**config.mk**
```make
export PLATFORM = sky130hd
export DESIGN_NAME = itio_override
export DESIGN_NICKNAME = d
export VERILOG_FILES = /design/src/hw/itio_pkg.sv /design/src/hw/itio_override.sv /design/src/hw/itio_fault_flag.sv
export SDC_FILE = /design/constraint.sdc
export NUM_CORES = 1
export LEC_CHECK = 0
export ABC_CLOCK_PERIOD_IN_PS = 3370
export BUFFER_PORTS_ARGS = -buffer_cell sky130_fd_sc_hd__buf_2
export CORE_MARGIN = 10
export CORE_UTILIZATION = 27
export CTS_BUF_LIST = sky130_fd_sc_hd__clkbuf_4
export CTS_CLUSTER_DIAMETER = 200
export DETAILED_ROUTE_END_ITERATION = 12
export GPL_ROUTABILITY_DRIVEN = 0
export PLACE_DENSITY_LB_ADDON = 0.25
export SLEW_MARGIN = 20
export SYNTH_ARGS = -nofsm -noshare
export SYNTH_HDL_FRONTEND = slang
export SYNTH_HIERARCHICAL = 1
export SYNTH_SLANG_ARGS = --single-unit
```
**constraint.sdc**
```tcl
create_clock -name clk -period 3.37 [get_ports clk]
set_input_delay 0.5055 -clock clk [delete_from_list [all_inputs] [get_ports clk]]
set_output_delay 0.5055 -clock clk [all_outputs]
set_load 0.005 [all_outputs]
```
**src/hw/itio_pkg.sv**
```systemverilog
// package: register map, field positions and bus types of the test override
package itio_pkg;

    // ------------------------------------------------------------------
    // register map
    // ------------------------------------------------------------------
    localparam logic [31:0] ITIO_CTRL_OFS    = 32'h0000_0E00;
    localparam logic [31:0] ITIO_OUT_OFS     = 32'h0000_0E08;
    localparam logic [31:0] ITIO_ADDR_MASK   = 32'h0000_0FFC;
    localparam int          ITIO_EN_BIT      = 0;
    localparam int          ITIO_DRV_BIT     = 0;
    localparam logic        ITIO_EN_RST      = 1'h0;
    localparam logic        ITIO_DRV_RST     = 1'h0;
    localparam logic        ITIO_FAULT_RST   = 1'h0;
    localparam logic [31:0] ITIO_ZERO        = 32'h0000_0000;

    // ------------------------------------------------------------------
    // register bus request and answer
    // ------------------------------------------------------------------
    typedef struct packed {
        logic        sel;
        logic        enable;
        logic        write;
        logic [31:0] addr;
        logic [31:0] wdata;
    } itio_req_t;

    typedef struct packed {
        logic        ready;
        logic        slverr;
        logic [31:0] rdata;
    } itio_rsp_t;

endpackage : itio_pkg

```
**src/hw/itio_override.sv**
```systemverilog
// module: integration test override of the access-fault interrupt output
`timescale 1ns/1ps
// Overview of operation
// - With test mode off, writes to the test output register are dropped.
// - With test mode off, reads of the test output register return zero.
// - With test mode on, bit 0 written as 1 or 0 sets the interrupt level.
// - Test mode on: a read returns the last written drive bit in bit 0.
// - Software writes zero to bits 31:1; those bits read as zero here.
// - All flip-flops run on the single core clock.
// - The register slave advances only on edges where its enable is high.
// - Reset is active low and holds all logic while low.
// - Control register bit 0 enables test mode when 1, disables when 0.
// - Every register bit, the drive bit included, clears to 0 on reset.
// - Normally the interrupt is high when an access has been refused.
module itio_override
    import itio_pkg::*;
(
    // clock and reset
    input  wire logic      clk,
    input  wire logic      rst_n,
    // register slave clock enable from the clock generator
    input  wire logic      reg_clk_en,
    // register bus
    input  wire itio_req_t bus_req,
    output itio_rsp_t      bus_rsp,
    // region checker fault events
    input  wire logic      fault_set,
    input  wire logic      fault_clr,
    // interrupt to the interrupt controller
    output logic           fault_irq
);

    // ------------------------------------------------------------------
    // decode
    // ------------------------------------------------------------------
    logic        test_en_q;
    logic        test_en_d;
    logic        drive_q;
    logic        drive_d;
    logic [31:0] rdata_q;
    logic [31:0] rdata_d;
    logic        fault_lvl;
    logic        access;
    logic        wr_acc;
    logic        rd_acc;
    logic        hit_ctrl;
    logic        hit_out;

    // one address decode serves both registers; upper alias bits ignored
    function automatic logic reg_hit(logic [31:0] addr, logic [31:0] ofs);
        return (addr & ITIO_ADDR_MASK) == ofs;
    endfunction : reg_hit

    // access phase only counts on enabled edges
    assign access   = reg_clk_en & bus_req.sel & bus_req.enable;
    assign wr_acc   = access & bus_req.write;
    assign rd_acc   = access & ~bus_req.write;
    assign hit_ctrl = reg_hit(bus_req.addr, ITIO_CTRL_OFS);
    assign hit_out  = reg_hit(bus_req.addr, ITIO_OUT_OFS);

    // ------------------------------------------------------------------
    // register next values
    // ------------------------------------------------------------------
    // control bit is always writable; upper bits are ignored
    assign test_en_d = (wr_acc & hit_ctrl)
                     ? bus_req.wdata[ITIO_EN_BIT] : test_en_q;
    // drive bit only takes writes while test mode is on
    assign drive_d = (wr_acc & hit_out & test_en_q)
                   ? bus_req.wdata[ITIO_DRV_BIT]
                   : drive_q;

    // read data: upper bits zero, output reg zero unless test mode
    always_comb begin
        rdata_d = rdata_q;
        if (rd_acc) begin
            rdata_d = ITIO_ZERO;
            if (hit_ctrl) begin
                rdata_d[ITIO_EN_BIT] = test_en_q;
            end else if (hit_out && test_en_q) begin
                rdata_d[ITIO_DRV_BIT] = drive_q;
            end else begin
                rdata_d = ITIO_ZERO;
            end
        end
    end

    // ------------------------------------------------------------------
    // registers
    // ------------------------------------------------------------------
    // all state on the core clock, cleared by the active-low reset
    always_ff @(posedge clk or negedge rst_n) begin
        if (!rst_n) begin
            test_en_q <= ITIO_EN_RST;
            drive_q   <= ITIO_DRV_RST;
            rdata_q   <= ITIO_ZERO;
        end else begin
            test_en_q <= test_en_d;
            drive_q   <= drive_d;
            rdata_q   <= rdata_d;
        end
    end

    // ------------------------------------------------------------------
    // normal fault logic
    // ------------------------------------------------------------------
    itio_fault_flag u_fault (
        .clk       (clk),
        .rst_n     (rst_n),
        .fault_set (fault_set),
        .fault_clr (fault_clr),
        .fault_q   (fault_lvl)
    );

    // ------------------------------------------------------------------
    // outputs
    // ------------------------------------------------------------------
    // zero wait states: ready is the enable itself, so a stalled enable
    // stretches the access; data comes from the flop loaded this edge,
    // so reads are sampled by the master one enabled edge after ready
    assign bus_rsp.ready  = reg_clk_en;
    assign bus_rsp.slverr = 1'h0;
    assign bus_rsp.rdata  = rdata_q;
    // mux between the test override and the held fault level
    assign fault_irq = test_en_q ? drive_q : fault_lvl;

    // ------------------------------------------------------------------
    // checks: test output register and read data
    // ------------------------------------------------------------------
    // a drive bit that moves without a test write would fake an interrupt
    ignore_wr_a: assert property (
        @(posedge clk) disable iff (!rst_n)
        !test_en_q |=> $stable(drive_q))
        else $error("drive bit changed while test mode off");
    drv_hold_a: assert property (
        @(posedge clk) disable iff (!rst_n)
        !(wr_acc && hit_out) |=> $stable(drive_q))
        else $error("drive bit changed without a write");
    zero_rd_a: assert property (
        @(posedge clk) disable iff (!rst_n)
        (rd_acc && hit_out && !test_en_q) |=> rdata_q == ITIO_ZERO)
        else $error("test output read nonzero while mode off");
    drive_irq_a: assert property (
        @(posedge clk) disable iff (!rst_n)
        (wr_acc && hit_out && test_en_q) |=>
            fault_irq == $past(bus_req.wdata[ITIO_DRV_BIT]))
        else $error("interrupt does not follow written drive bit");
    read_back_a: assert property (
        @(posedge clk) disable iff (!rst_n)
        (rd_acc && hit_out && test_en_q) |=> rdata_q[0] == $past(drive_q))
        else $error("read back differs from drive bit");
    upper_zero_a: assert property (
        @(posedge clk) disable iff (!rst_n)
        rdata_q[31:1] == 31'h0000_0000)
        else $error("upper read bits not zero");
    // unmapped words read as zero so software never sees stale data
    unmap_rd_a: assert property (
        @(posedge clk) disable iff (!rst_n)
        (rd_acc && !hit_ctrl && !hit_out) |=> rdata_q == ITIO_ZERO)
        else $error("unmapped read nonzero");

    // ------------------------------------------------------------------
    // checks: register slave and control register
    // ------------------------------------------------------------------
    gated_bus_a: assert property (
        @(posedge clk) disable iff (!rst_n)
        !reg_clk_en |=> $stable(test_en_q) && $stable(rdata_q))
        else $error("register moved on a disabled edge");
    rd_hold_a: assert property (
        @(posedge clk) disable iff (!rst_n)
        !rd_acc |=> $stable(rdata_q))
        else $error("read data moved without a read");
    ready_en_a: assert property (
        @(posedge clk) disable iff (!rst_n)
        bus_rsp.ready == reg_clk_en)
        else $error("ready differs from slave enable");
    no_err_a: assert property (
        @(posedge clk) disable iff (!rst_n)
        bus_rsp.slverr == 1'h0)
        else $error("error response raised");
    ctrl_wr_a: assert property (
        @(posedge clk) disable iff (!rst_n)
        (wr_acc && hit_ctrl) |=> test_en_q == $past(bus_req.wdata[0]))
        else $error("test enable not written");
    ctrl_hold_a: assert property (
        @(posedge clk) disable iff (!rst_n)
        !(wr_acc && hit_ctrl) |=> $stable(test_en_q))
        else $error("test enable changed without a write");
    ctrl_rd_a: assert property (
        @(posedge clk) disable iff (!rst_n)
        (rd_acc && hit_ctrl) |=> rdata_q[ITIO_EN_BIT] == $past(test_en_q))
        else $error("control read back wrong");

    // ------------------------------------------------------------------
    // checks: interrupt and reset
    // ------------------------------------------------------------------
    irq_mux_a: assert property (
        @(posedge clk) disable iff (!rst_n)
        !test_en_q |-> fault_irq == fault_lvl)
        else $error("interrupt not on fault logic in normal mode");
    test_irq_a: assert property (
        @(posedge clk) disable iff (!rst_n)
        test_en_q |-> fault_irq == drive_q)
        else $error("interrupt not on drive bit in test mode");
    fault_set_a: assert property (
        @(posedge clk) disable iff (!rst_n)
        (fault_set && !test_en_q ##1 !test_en_q) |-> fault_irq)
        else $error("refusal did not raise interrupt");
    // a lone clear must drop the level, or the line would stick high
    clr_drop_a: assert property (
        @(posedge clk) disable iff (!rst_n)
        (fault_clr && !fault_set && !test_en_q ##1 !test_en_q) |-> !fault_irq)
        else $error("clear did not drop interrupt");
    reset_clr_a: assert property (
        @(posedge clk)
        $rose(rst_n) |-> !test_en_q && !drive_q && !fault_irq)
        else $error("state not cleared by reset");
    rst_hold_a: assert property (
        @(posedge clk)
        !rst_n |-> !test_en_q && !drive_q && !fault_irq && rdata_q == ITIO_ZERO)
        else $error("state not held in reset");

endmodule : itio_override

```
**src/hw/itio_fault_flag.sv**
```systemverilog
// module: normal access-fault level held until the region checker drops it
`timescale 1ns/1ps
module itio_fault_flag
    import itio_pkg::*;
(
    // clock and reset
    input  wire logic clk,
    input  wire logic rst_n,
    // fault events from the region checker
    input  wire logic fault_set,
    input  wire logic fault_clr,
    // held level
    output logic      fault_q
);

    logic fault_d;

    // set wins over a clear in the same cycle so no refusal is lost
    assign fault_d = fault_set | (fault_q & ~fault_clr);

    // flag register
    always_ff @(posedge clk or negedge rst_n) begin
        if (!rst_n) begin
            fault_q <= ITIO_FAULT_RST;
        end else begin
            fault_q <= fault_d;
        end
    end

endmodule : itio_fault_flag

```
==> metrics.md <==
| Metric | Value |
|---|---|
| Routed vias | 366 |
| Worst-path clk slew | ~40 ps |
| CTS root buf | clkbuf_4 |
| Crit-path max cell delay | approximately 540 ps |
| Fin nets | 153 |
| Multi-input gate area | slightly below 300 um^2 |
| CTS Buffer Depth | 2 |
| Synthesized instance count | between 50 and 60 |
| Placed insts | 101 |
| FF+latch area | 100 um^2 |
| GRT Overall Usage | 0.0561 |
| Initial DRC count | 10 |
| Mapped Area | between 500 and 600 um^2 |
| Clock group share of total power | 0.430 |
| Cell Rows | 15 |
| Crit Path Category | in -> reg |
| Ys async rst share | 1.00 |
| Register-to-Register Path Depth | 3 |
| Status | finished clean |
| Filler Cell Count | around 200 |
| Flop pwr share | 0.350 |
| Number of synthesized flops with an enable pin | 0 |
| Initial Utilization | 0.294 |
| Core footprint | around 1800 um^2 |
| Initial antenna violation count | 0 |
| Die Wd | roughly 64 um |
| DP Wirelength | about 1200 um |
| GRT overflow | 0 |
| Slew Limit Fails | 0 |
| Clk_lat worst skew | approximately 240 ps |
| Routed wire per std cell | 12.5 um |
| DR pass1 iterations | 3 |
| Period utilization | 0.471 |
| Antenna Cells | 0 |
| Endpoint class of the critical path | register |
| H-Tree Depth | 1 |
| Worst VDD drop | between 0.0002 and 0.00025 V |
| Leak Pwr | 0.313 nW |
| Most frequent cells in the layout | conb_1, buf_2, dfrtp_1 |
| Post-route cell area | 558 um^2 |
| PwrDens | 254 nW/um^2 |
| CTS tree | yes |
| Fraction of layout cells with a size suffix above 1 | 0.354 |
| RSZ-0062 raised after global routing | no |
| Post-CTS setup buffers | 0 |
| Placed Area | between 500 and 600 um^2 |
| Commonest non-fill, non-tap cell in the layout | conb_1 |
| Die area | 4140 um^2 |
| Worst slack at placement | between 1500 and 2000 ps |
| Vias in the first global route | a little over 400 |
| Max-cap violations | 0 |
| Reg2reg start | test_en_q$_DFFE_PN0P_ |
| Worst r2r dst | drive_q$_DFFE_PN0P_ |
| Skew final | around 7.7 ps |
| Remaining DRCs | 0 |
| Switch share | 0.288 |
| Crit path cell chain | buf_2 -> or4b_1 -> nor4_2 -> mux2_1 |
| Synth-to-Final Area Change | 5.19% |
| Largest net degree at the start of global routing | 5 |
| Worst setup SP type | input port |
| Number of port buffers | 21 |
| Synth cell types | 17 |
| Slowest CP cell | or4b_1 |
| Clk sinks | 4 |
| FF-to-FF setup slack | 1870 ps |
| Final worst slack | 1780 ps |
| Maximum fanout along the worst path | 3 |
| Post-CTS Resized | 0 |
| Dominant synthesized flop cell | dfrtp_1 |
| Setup violators final | 0 |
| Min cycle time layout | 1590 ps |
| Die height | about 64 um |
| Detail Route Antenna Nets | 0 |
| Cts hold-fix bufs | 0 |
| CTS buffer count | 3 |
| Setup TNS | 0 ps |
| DR vias/cell | 3.52 |
| Req. time, crit path | between 3000 and 4000 ps |
| Combinational share of power | 0.221 |
| Cell Count, Final, Fillers Out | about 100 |
| Arrival time worst endpoint | 1700 ps |
| Syn. warnings | 6 |
| Sequential share of the synthesized area | 0.189 |
| Hold WC Path Type | in -> async |
| Max Fclk | 630 MHz |
| Routed Wire Length | 1300 um |
| Switching power | between 0.00004 and 0.00005 W |
| WHS | between 60 and 70 ps |
| Cell Int Power | 0.000101 W |
| First-pass GRT wire length | 1850 um |
| Ports | between 100 and 150 |
| Fin. Hold Viols | 0 |
| Flops & latches, synth | 4 |
| Syn Area/Cell | about 9.3 um^2 |
-- layout make-up --
class,instances,area share
timing repair buffer,21,0.188
multi-input combinational,49,0.522
sequential,4,0.179
clock buffer,3,0.0404
tap,25,0.0561
inverter,2,0.0135
-- through the flow --
step	total power, W	utilization
finish	0.000142	0.310
global placement	0.0000793	0.297
detailed placement	0.0000798	0.297
CTS	0.000143	0.310
global route	0.000154	0.310
floorplan	0.0000913	-
-- worst max path at each step --
stage           startpoint               endpoint  slack (ps)
2_1_floorplan  bus_req[35]  test_en_q$_DFFE_PN0P_        1740
3_3_place_gp   bus_req[35]  test_en_q$_DFFE_PN0P_        1560
3_5_place_dp   bus_req[35]  test_en_q$_DFFE_PN0P_        1510
4_1_cts        bus_req[35]  test_en_q$_DFFE_PN0P_        1750
5_1_grt        bus_req[35]  test_en_q$_DFFE_PN0P_        1730
6_report       bus_req[35]  test_en_q$_DFFE_PN0P_        1780
-- state kept, by name, indices dropped and copies added, names as in the netlist --
| name | cells |
|---|---|
| drive_q | 1 |
| rdata_q | 1 |
| test_en_q | 1 |
| u_fault/fault_q | 1 |
-- worst max-delay path: cells and delay by family --
family	cells	cell delay (ps)
buf+inv	1	110
mux	1	350
simple gates	2	730
-- synthesized netlist by cell type (2+ instances only) --
library cell	n	area share
buf_4	33	0.47
nor4_2	2	0.047
or4b_1	2	0.038
mux2_1	3	0.064
inv_1	2	0.014
dfrtp_1	4	0.19
-- routing by layer --
| metal | vias to the layer above | wire, um | part of all wire | track usage |
|---|---|---|---|---|
| met5 | - | 0 | 0 | 0 |
| met4 | 0 | 0 | 0 | 0 |
| met3 | 0 | 265 | 0.20 | 0.0732 |
| met2 | 34 | 562 | 0.43 | 0.0776 |
| met1 | 159 | 472 | 0.36 | 0.0544 |
| li1 | 173 | - | - | - |
-- kinds of logic (layout without fill, tap and decap cells) --
logic type,after synthesis,in the layout,synth area share
buffers and inverters,35,26,0.481
other,1,32,0.00707
muxes,3,3,0.0637
and+or+nand+nor,10,10,0.205
AOI/OAI and AO/OA,4,4,0.0542
DFF,4,4,0.189
-- power by group through the flow --
stage	clock network, W	logic [W]	registers (W)
floorplan	0	0.0000413	0.0000500
global placement	0	0.0000292	0.0000502
detailed placement	0	0.0000297	0.0000501
CTS	0.0000639	0.0000298	0.0000495
global route	0.0000685	0.0000362	0.0000496
finish	0.0000609	0.0000313	0.0000495
No activity file was read; power rests on OpenSTA's default activity.
